### src/hdl/dif_pkg.sv
// Shared constants and types for the distributor interface front end
package dif_pkg;
	localparam int AW = 8;
	localparam int DW = 32;
	localparam int CW = 5;
	localparam int DID_W = 5;
	localparam int DEST_W = 6;
	localparam int SRC_W = 5;
	localparam int NPOOL = 4;
	localparam int NDIS = 3;
	// Register offsets
	localparam logic [AW-1:0] OFF_ERR_CTRL = 8'h00;
	localparam logic [AW-1:0] OFF_FUNC_CTRL = 8'h04;
	localparam logic [AW-1:0] OFF_ERR_STAT = 8'h08;
	localparam logic [AW-1:0] OFF_ERR_ADDR = 8'h0c;
	localparam logic [AW-1:0] OFF_CHIP_DEST = 8'h10;
	localparam logic [AW-1:0] OFF_LINK_STAT = 8'h14;
	localparam logic [AW-1:0] OFF_XLAT_DID = 8'h18;
	localparam logic [AW-1:0] OFF_ISTATE = 8'h20;
	localparam logic [AW-1:0] OFF_MSG_XLAT = 8'h40;
	localparam logic [AW-1:0] UNIMP_BASE = 8'h80;
	// Field positions
	localparam int UE_BIT = 0;
	localparam int DIS_LSB = 1;
	localparam int DIS_RANGE = 0;
	localparam int DIS_UNIMP = 1;
	localparam int DIS_SIZE = 2;
	localparam int RP_BIT = 0;
	localparam int WP_BIT = 1;
	localparam int ERRV_BIT = 0;
	localparam int ETYPE_LSB = 1;
	localparam int PROT_NS_BIT = 1;
	// Build options
	localparam logic MONOLITHIC = 1'b1;
	localparam logic [2:0] REG_BYTES = 3'h4;
	localparam logic [1:0] CLASS_NONE = 2'h3;
	localparam int POOL_XLAT = 0;
	localparam int POOL_MSG = 1;
	localparam logic [CW-1:0] XLAT_CREDITS = 5'h08;
	localparam logic [CW-1:0] LOCKED_CREDIT_COUNT = 5'h02;
	localparam logic [CW-1:0] CHIP_MSG_TOKEN_COUNT = 5'h04;
	localparam logic [CW-1:0] CHIP_SOFTINT_TOKEN_COUNT = 5'h04;
	localparam logic [CW-1:0] CHIP_VIRT_SOFTINT_TOKENS = 5'h04;
	localparam logic [NPOOL-1:0][CW-1:0] POOL_LIMIT = {CHIP_VIRT_SOFTINT_TOKENS,
		CHIP_SOFTINT_TOKEN_COUNT, CHIP_MSG_TOKEN_COUNT, XLAT_CREDITS + LOCKED_CREDIT_COUNT};
	typedef enum logic [2:0] {
		ERR_NONE = 3'h0,
		ERR_RANGE = 3'h1,
		ERR_UNIMP = 3'h2,
		ERR_SIZE = 3'h3,
		ERR_POISON = 3'h4,
		ERR_ECC = 3'h5
	} dif_err_t;
	typedef enum logic [1:0] {
		APB_IDLE = 2'h1,
		APB_DONE = 2'h2
	} dif_apb_t;
endpackage : dif_pkg

### src/hdl/dif_credit_if.sv
// Credit pool signals between the front end and its counters
`timescale 1ns/1ps
interface dif_credit_if;
	import dif_pkg::*;
	logic take;
	logic give;
	logic [CW-1:0] limit;
	logic [CW-1:0] count;
	logic avail;
	modport owner(input take, input give, input limit, output count, output avail);
	modport user(output take, output give, output limit, input count, input avail);
endinterface : dif_credit_if

### src/hdl/dif_frontend.sv
// Distributor interface front end: register port, stream links, credits
// How it works
// - Each link holds one single-beat packet; order kept, never interleaved.
// - Inbound translation messages limited to base credits plus locked credits.
// - Cross-chip message transfers capped by their own token pool.
// - Soft and virtual soft interrupts across chips each have a token pool.
// - Stream links carry no parity signals.
// - Inbound translation link is 16 bits and reports sender number.
// - Chip link destination is programmed; wake link has no destination.
// - Stream wake lines come from registered valid, never from logic.
// - Register port reaches all registers, message translation register included (MONOLITHIC build).
// - Only single-beat accesses matching register size are accepted.
// - Shared port: translation device id taken from write-user bits.
// - One access at a time, within the 3/2/2 limits, in order.
// - Only protection bit 1 matters; it selects non-secure access.
// - Size comes from strobes; non-contiguous or misaligned runs are rejected.
// - Register-port wake input forces the distributor awake.
// - Undefined accesses are ignored but still completed legally.
// - Errant accesses logged in record 0; slave error only when enabled.
// - Disable bits suppress reporting of chosen error types.
// - ECC corruption: nothing, slave error, or read poison by controls.
// - Write-poison mode chooses reject-and-report or ignore poison.
// - No decode error is ever returned; no dataless stash expected.
//
// Design decisions made here: the register addresses and the APB register port.
`timescale 1ns/1ps
module dif_frontend (
	// Clock and reset
	input wire logic core_clk,
	input wire logic rst_n,
	// Register port
	input wire logic psel,
	input wire logic penable,
	input wire logic pwrite,
	input wire logic [dif_pkg::AW-1:0] paddr,
	input wire logic [dif_pkg::DW-1:0] pwdata,
	input wire logic [3:0] pstrb,
	input wire logic [2:0] pprot,
	input wire logic [dif_pkg::DID_W-1:0] pwuser,
	input wire logic wr_poison,
	input wire logic pwakeup,
	output logic [dif_pkg::DW-1:0] prdata,
	output logic pready,
	output logic pslverr,
	output logic rd_poison,
	// Interrupt state read path
	input wire logic [dif_pkg::DW-1:0] istate_data,
	input wire logic istate_ecc_err,
	// Inbound translation link
	input wire logic xlat_tvalid,
	input wire logic [15:0] xlat_tdata,
	input wire logic [dif_pkg::SRC_W-1:0] xlat_tid,
	input wire logic xlat_twakeup,
	output logic xlat_tready,
	output logic xlat_credit_ret,
	// Inbound messages to core logic
	output logic in_valid,
	output logic [15:0] in_data,
	output logic [dif_pkg::SRC_W-1:0] in_src,
	input wire logic in_done,
	// Outbound cross-chip link
	input wire logic msg_valid,
	input wire logic [1:0] msg_class,
	input wire logic [63:0] msg_data,
	output logic msg_ack,
	output logic chip_tvalid,
	output logic [63:0] chip_tdata,
	output logic [dif_pkg::DEST_W-1:0] chip_tdest,
	output logic [1:0] chip_tuser,
	output logic chip_twakeup,
	input wire logic chip_tready,
	input wire logic [2:0] chip_credit_ret,
	// Outbound wake link
	input wire logic wk_valid,
	input wire logic [15:0] wk_data,
	output logic wk_ack,
	output logic wake_tvalid,
	output logic [15:0] wake_tdata,
	output logic wake_twakeup,
	input wire logic wake_tready,
	// Misc
	output logic qactive,
	output logic xlat_req,
	output logic [dif_pkg::DID_W-1:0] xlat_did
);
	import dif_pkg::*;

	typedef struct packed {
		dif_apb_t apb_st;
		dif_err_t cur_err;
		logic pready;
		logic pslverr;
		logic rd_poison;
		logic [DW-1:0] prdata;
		logic ue;
		logic [NDIS-1:0] dis;
		logic rp;
		logic wp;
		logic err_v;
		dif_err_t err_type;
		logic [AW-1:0] err_addr;
		logic [DEST_W-1:0] chip_dest;
		logic [DID_W-1:0] xlat_did;
		logic xlat_req;
		logic in_valid;
		logic [15:0] in_data;
		logic [SRC_W-1:0] in_src;
		logic xlat_tready;
		logic xlat_credit_ret;
		logic msg_ack;
		logic chip_tvalid;
		logic [63:0] chip_tdata;
		logic [DEST_W-1:0] chip_tdest;
		logic [1:0] chip_tuser;
		logic chip_twakeup;
		logic wk_ack;
		logic wake_tvalid;
		logic [15:0] wake_tdata;
		logic wake_twakeup;
		logic qactive;
	} dif_st_t;

	dif_st_t s_q;
	dif_st_t s_d;
	logic [NPOOL-1:0] take_v;
	logic [NPOOL-1:0] give_v;
	logic [NPOOL-1:0] avail_v;
	logic [NPOOL-1:0][CW-1:0] count_v;

	dif_credit_if cr[NPOOL]();

	genvar g;
	generate
		for (g = 0; g < NPOOL; g++) begin : g_pool
			assign cr[g].take = take_v[g];
			assign cr[g].give = give_v[g];
			assign cr[g].limit = POOL_LIMIT[g];
			assign avail_v[g] = cr[g].avail;
			assign count_v[g] = cr[g].count;
			dif_credit u_credit (
				.core_clk(core_clk),
				.rst_n(rst_n),
				.cr(cr[g])
			);
		end
	endgenerate

	// Bytes named by a strobe pattern; zero for a broken or misaligned run
	function automatic logic [2:0] strb_bytes(input logic [3:0] s);
		logic [2:0] n;
		case (s)
			4'h1, 4'h2, 4'h4, 4'h8: n = 3'h1;
			4'h3, 4'hc: n = 3'h2;
			4'hf: n = 3'h4;
			default: n = 3'h0;
		endcase
		return n;
	endfunction : strb_bytes

	function automatic logic report_ok(input dif_err_t e, input logic [NDIS-1:0] d,
		input logic rp);
		logic r;
		case (e)
			ERR_RANGE: r = !d[DIS_RANGE];
			ERR_UNIMP: r = !d[DIS_UNIMP];
			ERR_SIZE: r = !d[DIS_SIZE];
			ERR_POISON: r = 1'b1;
			ERR_ECC: r = !rp;
			default: r = 1'b0;
		endcase
		return r;
	endfunction : report_ok

	always_comb begin
		dif_err_t err;
		logic known;
		logic sec_reg;
		logic ns_block;
		logic [DW-1:0] rd;
		logic [1:0] mp;
		logic [CW-1:0] nxt;
		s_d = s_q;
		err = ERR_NONE;
		known = 1'b1;
		sec_reg = 1'b0;
		ns_block = 1'b0;
		rd = '0;
		take_v = '0;
		give_v = '0;
		mp = msg_class + 2'h1;
		nxt = '0;
		s_d.xlat_req = 1'b0;
		case (paddr)
			OFF_ERR_CTRL: begin
				sec_reg = 1'b1;
				rd[UE_BIT] = s_q.ue;
				rd[DIS_LSB +: NDIS] = s_q.dis;
			end
			OFF_FUNC_CTRL: begin
				sec_reg = 1'b1;
				rd[RP_BIT] = s_q.rp;
				rd[WP_BIT] = s_q.wp;
			end
			OFF_ERR_STAT: begin
				sec_reg = 1'b1;
				rd[ERRV_BIT] = s_q.err_v;
				rd[ETYPE_LSB +: 3] = s_q.err_type;
			end
			OFF_ERR_ADDR: begin
				sec_reg = 1'b1;
				rd[AW-1:0] = s_q.err_addr;
			end
			OFF_CHIP_DEST: rd[DEST_W-1:0] = s_q.chip_dest;
			OFF_LINK_STAT: rd[NPOOL*CW-1:0] = count_v;
			OFF_XLAT_DID: rd[DID_W-1:0] = s_q.xlat_did;
			OFF_ISTATE: rd = istate_data;
			OFF_MSG_XLAT: known = MONOLITHIC;
			default: known = 1'b0;
		endcase
		// Non-secure view of secure registers reads zero, writes dropped
		ns_block = sec_reg && pprot[PROT_NS_BIT];
		if (ns_block) begin
			rd = '0;
		end
		if (!known) begin
			err = (paddr >= UNIMP_BASE) ? ERR_UNIMP : ERR_RANGE;
		end else if (pwrite && strb_bytes(pstrb) != REG_BYTES) begin
			err = ERR_SIZE;
		end else if (pwrite && s_q.wp && wr_poison) begin
			err = ERR_POISON;
		end else if (!pwrite && paddr == OFF_ISTATE && istate_ecc_err) begin
			err = ERR_ECC;
		end
		// One wait state, then one commit edge; one access at a time
		case (s_q.apb_st)
			APB_IDLE: begin
				if (psel && penable) begin
					s_d.apb_st = APB_DONE;
					s_d.pready = 1'b1;
					s_d.cur_err = err;
					s_d.prdata = (pwrite || (err != ERR_NONE && err != ERR_ECC)) ? '0 : rd;
					s_d.rd_poison = !pwrite && err == ERR_ECC && s_q.rp;
					s_d.pslverr = s_q.ue && report_ok(err, s_q.dis, s_q.rp);
				end
			end
			APB_DONE: begin
				s_d.apb_st = APB_IDLE;
				s_d.pready = 1'b0;
				s_d.pslverr = 1'b0;
				s_d.rd_poison = 1'b0;
				s_d.prdata = '0;
				if (psel && penable) begin
					if (s_q.cur_err != ERR_NONE) begin
						s_d.err_v = 1'b1;
						s_d.err_type = s_q.cur_err;
						s_d.err_addr = paddr;
					end else if (pwrite && !ns_block) begin
						case (paddr)
							OFF_ERR_CTRL: begin
								s_d.ue = pwdata[UE_BIT];
								s_d.dis = pwdata[DIS_LSB +: NDIS];
							end
							OFF_FUNC_CTRL: begin
								s_d.rp = pwdata[RP_BIT];
								s_d.wp = pwdata[WP_BIT];
							end
							OFF_ERR_STAT: begin
								if (pwdata[ERRV_BIT]) begin
									s_d.err_v = 1'b0;
								end
							end
							OFF_CHIP_DEST: s_d.chip_dest = pwdata[DEST_W-1:0];
							OFF_MSG_XLAT: begin
								s_d.xlat_did = pwuser;
								s_d.xlat_req = 1'b1;
							end
							default: ;
						endcase
					end
				end
			end
			default: s_d.apb_st = APB_IDLE;
		endcase
		// Inbound translation link; sender spends a credit per message
		take_v[POOL_XLAT] = xlat_tvalid && s_q.xlat_tready;
		give_v[POOL_XLAT] = in_done && count_v[POOL_XLAT] != '0;
		s_d.in_valid = take_v[POOL_XLAT];
		if (take_v[POOL_XLAT]) begin
			s_d.in_data = xlat_tdata;
			s_d.in_src = xlat_tid;
		end
		nxt = count_v[POOL_XLAT] + CW'(take_v[POOL_XLAT]) - CW'(give_v[POOL_XLAT]);
		s_d.xlat_tready = nxt < POOL_LIMIT[POOL_XLAT];
		s_d.xlat_credit_ret = give_v[POOL_XLAT];
		// Cross-chip link: one packet in flight per slot keeps order
		give_v[POOL_MSG +: 3] = chip_credit_ret;
		s_d.msg_ack = 1'b0;
		if (s_q.chip_tvalid && chip_tready) begin
			s_d.chip_tvalid = 1'b0;
		end
		if ((!s_q.chip_tvalid || chip_tready) && msg_valid && !s_q.msg_ack
			&& msg_class != CLASS_NONE && avail_v[mp]) begin
			take_v[mp] = 1'b1;
			s_d.msg_ack = 1'b1;
			s_d.chip_tvalid = 1'b1;
			s_d.chip_tdata = msg_data;
			s_d.chip_tuser = msg_class;
			s_d.chip_tdest = s_q.chip_dest;
		end
		s_d.chip_twakeup = s_d.chip_tvalid;
		// Wake link carries no destination
		s_d.wk_ack = 1'b0;
		if (s_q.wake_tvalid && wake_tready) begin
			s_d.wake_tvalid = 1'b0;
		end
		if ((!s_q.wake_tvalid || wake_tready) && wk_valid && !s_q.wk_ack) begin
			s_d.wk_ack = 1'b1;
			s_d.wake_tvalid = 1'b1;
			s_d.wake_tdata = wk_data;
		end
		s_d.wake_twakeup = s_d.wake_tvalid;
		s_d.qactive = pwakeup || xlat_twakeup || psel;
	end

	always_ff @(posedge core_clk or negedge rst_n) begin
		if (!rst_n) begin
			s_q <= '0;
			s_q.apb_st <= APB_IDLE;
		end else begin
			s_q <= s_d;
		end
	end

	// No parity outputs exist on any stream link
	assign prdata = s_q.prdata;
	assign pready = s_q.pready;
	assign pslverr = s_q.pslverr;
	assign rd_poison = s_q.rd_poison;
	assign xlat_tready = s_q.xlat_tready;
	assign xlat_credit_ret = s_q.xlat_credit_ret;
	assign in_valid = s_q.in_valid;
	assign in_data = s_q.in_data;
	assign in_src = s_q.in_src;
	assign msg_ack = s_q.msg_ack;
	assign chip_tvalid = s_q.chip_tvalid;
	assign chip_tdata = s_q.chip_tdata;
	assign chip_tdest = s_q.chip_tdest;
	assign chip_tuser = s_q.chip_tuser;
	assign chip_twakeup = s_q.chip_twakeup;
	assign wk_ack = s_q.wk_ack;
	assign wake_tvalid = s_q.wake_tvalid;
	assign wake_tdata = s_q.wake_tdata;
	assign wake_twakeup = s_q.wake_twakeup;
	assign qactive = s_q.qactive;
	assign xlat_req = s_q.xlat_req;
	assign xlat_did = s_q.xlat_did;
endmodule : dif_frontend

### src/hdl/dif_credit.sv
// Outstanding-transfer counter for one credit pool
`timescale 1ns/1ps
module dif_credit (
	// Clock and reset
	input wire logic core_clk,
	input wire logic rst_n,
	// Pool
	dif_credit_if.owner cr
);
	import dif_pkg::*;
	typedef struct packed {
		logic [CW-1:0] count;
	} dif_cred_st_t;
	dif_cred_st_t s_q;
	dif_cred_st_t s_d;

	always_comb begin
		s_d = s_q;
		if (cr.take && !cr.give) begin
			s_d.count = s_q.count + 5'h01;
		end else if (cr.give && !cr.take && s_q.count != '0) begin
			s_d.count = s_q.count - 5'h01;
		end
	end

	always_ff @(posedge core_clk or negedge rst_n) begin
		if (!rst_n) begin
			s_q <= '0;
		end else begin
			s_q <= s_d;
		end
	end

	assign cr.count = s_q.count;
	assign cr.avail = s_q.count < cr.limit;
endmodule : dif_credit

### config.mk
export PLATFORM = sky130hd
export DESIGN_NAME = dif_frontend
export DESIGN_NICKNAME = d
export VERILOG_FILES = /design/src/hdl/dif_pkg.sv /design/src/hdl/dif_credit_if.sv /design/src/hdl/dif_frontend.sv /design/src/hdl/dif_credit.sv
export SDC_FILE = /design/constraint.sdc
export NUM_CORES = 1
export LEC_CHECK = 0
export BUFFER_PORTS_ARGS = -buffer_cell sky130_fd_sc_hd__buf_2
export CAP_MARGIN = 5
export CORE_MARGIN = 3
export CORE_UTILIZATION = 46
export CTS_CLUSTER_SIZE = 8
export DETAILED_ROUTE_END_ITERATION = 8
export MAX_ROUTING_LAYER = met4
export PLACE_DENSITY_LB_ADDON = 0.1
export SLEW_MARGIN = 20
export SYNTH_ARGS = -nofsm -noshare
export SYNTH_HDL_FRONTEND = slang
export SYNTH_SLANG_ARGS = --single-unit
### constraint.sdc
create_clock -name core_clk -period 2.85 [get_ports core_clk]
set_input_delay 0.57 -clock core_clk [delete_from_list [all_inputs] [get_ports core_clk]]
set_output_delay 0.57 -clock core_clk [all_outputs]
set_load 0.005 [all_outputs]
# Word-level counts from Yosys, hierarchy flattened
# Cells that the tools add are included.
# W data, S select, Z words.
classes:
  eq_ne: 26
  n_mux: 50
  n_lt_le_gt_ge: 8
  n_bitwise: 2
  addsub: 11
  reduce_logical: 87
ops:
  columns: ["op", "n"]
  rows:
  - ["$mux W74", 1]
  - ["$pmux W35 S2", 1]
  - ["$mux W32", 2]
  - ["$mux W40", 1]
  - ["$mux W5", 8]
  - ["$logic_and A1 B1 Y1", 35]
  - ["$reduce_and A5 Y1", 5]
  - ["$eq A8 B5 Y1 const B", 3]
  - ["$pmux W12 S2", 1]
  - ["$add A5 B1 Y5 const B", 4]
  - ["$reduce_bool A2 Y1", 10]
  - ["$reduce_bool A5 Y1", 4]
  - ["$sub A5 B1 Y5 const B", 4]
  - ["$logic_not A1 Y1", 18]
  - ["$mux W18", 1]
  - ["$mux W1", 17]
  - ["$eq A8 B4 Y1 const B", 2]
  - ["$pmux W2 S8", 1]
  - ["$lt A5 B3 Y1 const B", 3]
  - ["$mux W3", 5]
  - ["$pmux W2 S7", 1]
  - ["$eq A4 B4 Y1 const B", 3]
  - ["$mux W12", 1]
  - ["$lt A5 B4 Y1 const B", 2]
  - ["37 further kinds", 51]
totals:
  register_bits: 207
  input_bits: 205

# Logic depth before layout (Yosys ltp)
# Gate-level depths: netlist of run 1.
depth:
  word_depth: 15
  mapped_depth: 12
  ltp_nobuf: 12

# Cells and area by module
# From an unflattened synthesis of run 1, not the netlist that was laid out.
unflattened:
  hier_cells: 1084
  area_unflattened_um2: 10979.3
by_module_without_submodules:
  columns: ["module", "area_each_um2", "cells_each", "n_inst"]
  rows:
  - ["dif_frontend", 9162.5, 900, 1]
  - ["dif_credit", 454.2, 46, 4]

# Worst setup path after synthesis of run 1
# OpenSTA, ideal clock, no wires.
synth_timing:
  kind: "input-to-reg"
  from: "input port msg_class[0]"
  to: "register g_pool[2].u_credit.s_q, in the netlist g_pool[2].u_credit.cr.count[4]"
  t_arrival_ps: 3071
  required_ps: 2727
  path_slack_ps: -344
  stages: 11
  cell_sequence: "inv_1 > ha_1 > nor2_1 > a221oi_1 > nor4_2 > nand2_1 > fa_1 > a21o_1 > a211oi_1 > mux2i_1 > xnor2_1"
synth_via:
  elab_chain_len: 11
synth_rtl:
  columns: ["item", "line", "rtl"]
  rows:
  - ["start, declared", "dif_frontend.sv:63", "input wire logic [1:0] msg_class,"]
  - ["$add A2 B1 Y2", "dif_frontend.sv:190", "mp = msg_class + 2'h1;"]
  - ["$lt A2 B3 Y1 (not written as such) / $ge A2 B1 Y1 (equally long branches)", "dif_frontend.sv:303", "take_v[mp] = 1'b1;"]
  - ["$logic_and A1 B1 Y1 (not written as such)", "dif_frontend.sv:303", null]
  - ["$mux W1 (not written as such)", "dif_frontend.sv:303", null]
  - ["$demux W1 S2", "dif_frontend.sv:303", null]
  - ["$or A1 B4 Y4 (no source line)", null, null]
  - ["$mux W4 *", "dif_frontend.sv:301", "if ((!s_q.chip_tvalid || chip_tready) && msg_valid && !s_q.msg_ack"]
  - ["$logic_not A1 Y1", "dif_credit.sv:21", "end else if (cr.give && !cr.take && s_q.count != '0) begin"]
  - ["$logic_and A1 B1 Y1 (2 in series)", "dif_credit.sv:21", null]
  - ["$reduce_bool A2 Y1 (no source line)", null, null]
  - ["end signal, assigned", "dif_credit.sv:28", "s_q <= '0;"]
  - ["end signal, assigned", "dif_credit.sv:30", "s_q <= s_d;"]
  - ["end, declared", "dif_credit.sv:14", "dif_cred_st_t s_q;"]
# Every way passes the cells marked *; elsewhere a longest branch is shown, timed or not. The select of a mux whose other input is x is not followed.
# A chain may end at the register's enable or synchronous reset.

==> impl_metrics.yaml, run 1 <==
logic_synthesis:
  synth_seq_cells: 207
  ys.flop_type: "dfrtp_1"
  yosysTopAreaCell: "dfrtp_1"
  syn_inst: 904
  synth.cell_area_sq_um: 10600
  yosys-top-cells-area: "dfrtp_1 (49%), mux2_2 (13%), buf_4 (11%)"
  synth.avg_cell_area_sq_um: 11.7
  async_flop_share_pct: 100
  yosysWarnings: 0
  syn_nets: 1137
  ys_seq_area_share_pct: 49.1
  synth_edf_count: 0
  synth_top_area_share_pct: 48.9
  yosysUniqueCellTypes: 62
critical_path:
  crit_arrival_ns: 2.99
  path_max_fanout: 4
  startpoint: "g_pool[0].u_credit.cr.count[3]"
  cp.required_ns: 3.26
  r2r_start: "g_pool[0].u_credit.cr.count[3]"
  crit_path_end_kind: "flip-flop"
  cp-start-kind: "flip-flop"
  crit_type: "flip-flop to flip-flop"
detailed_routing:
  postRouteAntennaNets: 0
  drc_errors: 0
  wl_per_cell_microns: 17.2
  drt-total-wl_microns: 24800
  drt_first_pass_iters: 4
  vias: 7358
  via_per_inst: 5.09
  first_iter_violations: 400
die:
  start_util_pct: 47.6
  core_sq_um: 22200
  chipWidth_microns: 157
  die_y_microns: 157
  rows: 54
  io_pins: 365
  dieArea_sq_um: 24800
sta:
  finalCriticalPeriod_ns: 2.58
  clock.fmax_mhz: 387
  skew_ns: 0.0160
  worst_slew_pin_slew_ns: 0.773
  slew_viol_final: 0
  fin_crit_sh_pct: 90.6
  relSlewSlack_pct: 48.5
  finalHoldViolCount: 0
  finalSetupViolCount: 0
  rsz0062_at_grt: "no"
clocking:
  clkLatencyLatePin_ns: 0.53
  cts.sinks: 207
  cts-htree-levels: 1
  cts_buffers: 29
  root_buffer: "clkbuf_16"
  clk_pin_slew_ns: 0.05
  ctsResizeCount: 0
  cts_setup_buffers: 0
  cts_tree: "yes"
  hold_buffers: 0
  cts.path.max_buffers: 3
pwr:
  p_leak_uw: 0.00631
  p_per_area_nw_per_um2: 855
  p_total_uw: 10900
  vdd.ir_drop.worst_mv: 0.661
placement:
  port-buffer-count: 336
  dp_hpwl_microns: 18700
  dpl-instance-area_sq_um: 12000
  routabilityCongestion: 0.879
cells_and_area:
  syn_to_final_growth_pct: 20.9
  fin_util_pct: 57.6
  nFillCells: 1963
  post-route-cell-area_sq_um: 12800
  layout-drive-gt1-share_pct: 50.2
  multi_input_area_sq_um: 4100
  seqCellArea_sq_um: 5180
  nets: 1384
grt:
  grt_overflow_total: 0
  grt_max_degree: 135
  grt_pass1_wl_microns: 38800
  grt_pass1_vias: 7429
  antenna_found_initial: 2
  grt_util_all_layers_pct: 19.9
status:
  outcome: "finished, final reports clean"
job:
  cap_violations: 0
hold_path:
  hold_class: "input port to async pin"
metal layers:
metal / vias to the layer above / routed length, microns / global-route usage (%)
li1: 3526 / - / -
met1: 3507 / 10700 / 26.7
met2: 277 / 11600 / 30.8
met3: 48 / 1870 / 3.93
met4: 0 / 641 / 5.74
met5: - / 0 / -
kinds of logic after synthesis:
| kind of cell | Yosys count | share of synthesized area (%) |
|---|---|---|
| XOR/XNOR | 21 | 1.74 |
| buffers and inverters | 212 | 13.1 |
| AO/OA/AOI/OAI | 137 | 9.37 |
| adder cells (fa/ha/maj) | 28 | 3.68 |
| multiplexers | 147 | 15.7 |
| flip-flops | 207 | 49.1 |
| AND/OR/NAND/NOR | 152 | 7.35 |
where the power goes:
part | internal (uW) | total (uW) | switching, uW
clock | 1840 | 3020 | 1190
combinational | 1980 | 3520 | 1540
sequential | 3820 | 4360 | 540
layout make-up:
| class | instances | share of cell area [%] |
|---|---|---|
| Tap cell | 280 | 2.75 |
| Multi-Input combinational cell | 485 | 32.2 |
| Timing Repair Buffer | 401 | 17.5 |
| Sequential cell | 207 | 40.6 |
| Inverter | 27 | 0.824 |
| Clock inverter | 1 | 0.0687 |
| Clock buffer | 42 | 6.07 |
| Antenna cell | 2 | 0.0392 |
sequential cells by signal, indices dropped and copies added, names as in the netlist, 2 cells and up:
| signal | cells |
|---|---|
| chip_tdata | 64 |
| prdata | 32 |
| s_q | 29 |
| g_pool.u_credit.cr.count | 20 |
| in_data | 16 |
| wake_tdata | 16 |
| chip_tdest | 6 |
| in_src | 5 |
| xlat_did | 5 |
| chip_tuser | 2 |
Yosys cell counts (10+ instances only):
cell	number
clkbuf_1	20
buf_4	150
xnor2_1	13
nor2_1	15
mux2_2	125
inv_1	27
a21o_1	11
a22o_1	23
ha_1	23
mux2i_1	16
a21oi_1	18
dfrtp_1	206
a22oi_1	14
nand2_1	72
buf_2	11
o21ai_0	23
o21ai_1	10
stage by stage:
step           TNS, ns  cells  hold slack, ns  worst slack (ns)
2_1_floorplan   -0.422    904           0.274            -0.168
3_3_place_gp    -0.326   1400           0.455            -0.102
3_5_place_dp    -0.492   1400           0.463            -0.136
4_1_cts              0   1443          0.0731             0.230
5_1_grt              0   1445          0.0816            0.0617
6_report             0   1445          0.0543             0.268
final timing paths:
path | endpoint | slack [ns] | cells past startpoint
worst max register to register | xlat_tready | 0.27 | 11
max in group asynchronous | chip_tdata[0] | 2.10 | 2
min in group core_clk | qactive | 0.23 | 2
worst max-delay path | xlat_tready | 0.27 | 11
worst min-delay path | pready | 0.05 | 2
worst min register to register | prdata[17] | 0.47 | 2
cell usage in the layout, fill, tap and decap left out, types with 14 or more instances in the layout:
master / instances
a21oi_1: 18
a22o_1: 23
a22oi_1: 14
buf_2: 335
buf_4: 61
clkbuf_16: 29
dfrtp_1: 206
ha_1: 22
inv_1: 26
mux2_2: 125
mux2i_1: 16
nand2_1: 69
nor2_1: 14
o21ai_0: 23
worst max-delay path, stage by stage (launching register included):
cell      delay [ns]
dfrtp_1         0.42
inv_1           0.10
ha_1            0.18
a41oi_1         0.23
ha_1            0.29
or2_2           0.31
fa_1            0.37
nor2_1          0.13
nor2_1          0.05
o21bai_1        0.14
xor2_1          0.18
a21oi_1         0.06
Power figures use the tool's default switching activity.
==> run 2, diff against run 1 <==
--- a/config.mk
+++ b/config.mk
@@ -5,12 +5,12 @@
 export SDC_FILE = /design/constraint.sdc
 export NUM_CORES = 1
 export LEC_CHECK = 0
-export BUFFER_PORTS_ARGS = -buffer_cell sky130_fd_sc_hd__buf_2
 export CAP_MARGIN = 5
 export CORE_MARGIN = 3
-export CORE_UTILIZATION = 46
+export CORE_UTILIZATION = 55
 export CTS_CLUSTER_SIZE = 8
 export DETAILED_ROUTE_END_ITERATION = 8
+export DONT_BUFFER_PORTS = 1
 export MAX_ROUTING_LAYER = met4
 export PLACE_DENSITY_LB_ADDON = 0.1
 export SLEW_MARGIN = 20
==> run 2 against run 1 <==
  * The run now ends with hold timing left
  * First-iteration DRC count shrank 39%
  * Final cell count shrank 30%
  * Critical path depth is the same
  * Register-to-register slack lost 0.06 ns
  * Die area shrank 16%
  * Critical endpoint unchanged
  * Largest power group unchanged
  * Highest routed layer unchanged
==> impl_metrics.yaml, run 2 (synthesis gave the netlist of run 1 again) <==
status:
  outcome: "finished with violations"
  violations: "hold timing"
cells_and_area:
  nets: 1015
  nFillCells: 1527
  largest_register_ff_count: 64
  final_cell_mix: "dfrtp_1 (205), mux2_2 (125), nand2_1 (69)"
  final_common_cell: "dfrtp_1"
  layout-drive-gt1-share_pct: 27.7
  seqCellArea_sq_um: 5180
  fin_util_pct: 56.8
  syn_to_final_growth_pct: 1.09
  multi_input_area_sq_um: 4100
clocking:
  cts_buffers: 29
  clkLatencyLatePin_ns: 0.52
  root_buffer: "clkbuf_16"
  cts-htree-levels: 1
  clk_pin_slew_ns: 0.05
  cts_tree: "yes"
  cts.sinks: 207
  cts.path.max_buffers: 3
sta:
  clock.fmax_mhz: 378
  fin_crit_sh_pct: 92.8
  finalCriticalPeriod_ns: 2.64
  relSlewSlack_pct: 38.8
  worst_slew_pin_slew_ns: 0.895
  finalSetupViolCount: 0
  holdWs_ns: -0.252
  finalHoldViolCount: 207
  setup_ws_ns: 0.206
  slew_viol_final: 0
  rsz0062_at_grt: "no"
  skew_ns: 0.0214
critical_path:
  crit_arrival_ns: 3.02
  cp-start-kind: "flip-flop"
  crit_type: "flip-flop to flip-flop"
  crit_path_end_kind: "flip-flop"
  path_max_fanout: 4
  r2r_start: "g_pool[0].u_credit.cr.count[3]"
  startpoint: "g_pool[0].u_credit.cr.count[3]"
  cp.required_ns: 3.23
grt:
  grt_util_all_layers_pct: 21.0
  grt_pass1_wl_microns: 34200
  grt_pass1_vias: 6394
  grt_overflow_total: 0
  grt_max_degree: 208
  antenna_found_initial: 1
detailed_routing:
  first_iter_violations: 245
  drt_first_pass_iters: 4
  vias: 6099
  drt-total-wl_microns: 22400
  wl_per_cell_microns: 22.1
  postRouteAntennaNets: 0
  drc_errors: 0
  via_per_inst: 6.00
die:
  chipWidth_microns: 145
  die_y_microns: 145
  start_util_pct: 56.2
  core_sq_um: 18800
  rows: 50
  io_pins: 365
  dieArea_sq_um: 20900
pwr:
  p_leak_uw: 0.00471
  vdd.ir_drop.worst_mv: 0.534
  p_per_area_nw_per_um2: 932
placement:
  dp_hpwl_microns: 16500
  pre_cts_slack_ns: -0.0152
  routabilityCongestion: 0.848
  port-buffer-count: 0
job:
  cap_violations: 0
hold_path:
  hold_class: "input port to async pin"
## run 2: worst max-delay path, cell delays in order, from the launching register on
cell      delay, ns
dfrtp_1        0.42
inv_1          0.10
ha_1           0.19
a41oi_1        0.23
ha_1           0.28
or2_2          0.31
fa_1           0.38
nor2_1         0.14
nor2_1         0.07
o21bai_1       0.15
xor2_1         0.18
a21oi_1        0.08
## run 2: area by class of cell
class	count	area share, %
Antenna cell	1	0.0235
Clock buffer	30	6.84
Inverter	27	0.985
Multi-Input combinational cell	485	38.5
Sequential cell	207	48.6
Tap cell	234	2.74
Timing Repair Buffer	32	2.37
## run 2: metrics by stage
| step | power [uW] | instances | hold WS [ns] | instance area [sq um] | setup TNS (ns) |
|---|---|---|---|---|---|
| floorplan | 7300 | 904 | 0.274 | 10700 | -0.422 |
| global placement | 6990 | 984 | 0.279 | 9930 | 0 |
| detailed placement | 7130 | 984 | 0.279 | 9930 | -0.0152 |
| CTS | 10100 | 1014 | -0.280 | 10700 | 0 |
| global route | 10600 | 1016 | -0.273 | 10700 | 0 |
| finish | 9940 | 1016 | -0.252 | 10700 | 0 |
## run 2: worst paths after layout
check                      slack, ns        endpoint  cells after the start
setup / recovery                0.21     xlat_tready                     11
min in group core_clk           0.13        xlat_req                      1
setup reg to reg                0.21     xlat_tready                     11
hold reg to reg                 0.47        s_q[137]                      2
hold / removal                 -0.25      prdata[30]                      0
max in group asynchronous       2.68  chip_tdata[63]                      0
## run 2: report_power, final
group	internal [uW]	leakage (uW)	switching, uW	total, uW
clock	1760	0.000359	1100	2860
combinational	1350	0.00175	1030	2380
sequential	3830	0.00260	868	4700
## run 2: timing repair
item | in CTS | in global routing
endpoints found under the setup margin | 0 | 2
endpoints found under the hold margin | 207 | 207
buffers inserted | 0 | 1
gates resized for setup | 0 | 2
## run 2: routing by layer
metal,routed length (microns),part of all wire [%],GRT usage (%)
met5,0,0,-
met4,387,1.7,5.30
met3,1890,8.4,5.06
met2,10900,49,33.2
met1,9210,41,27.6
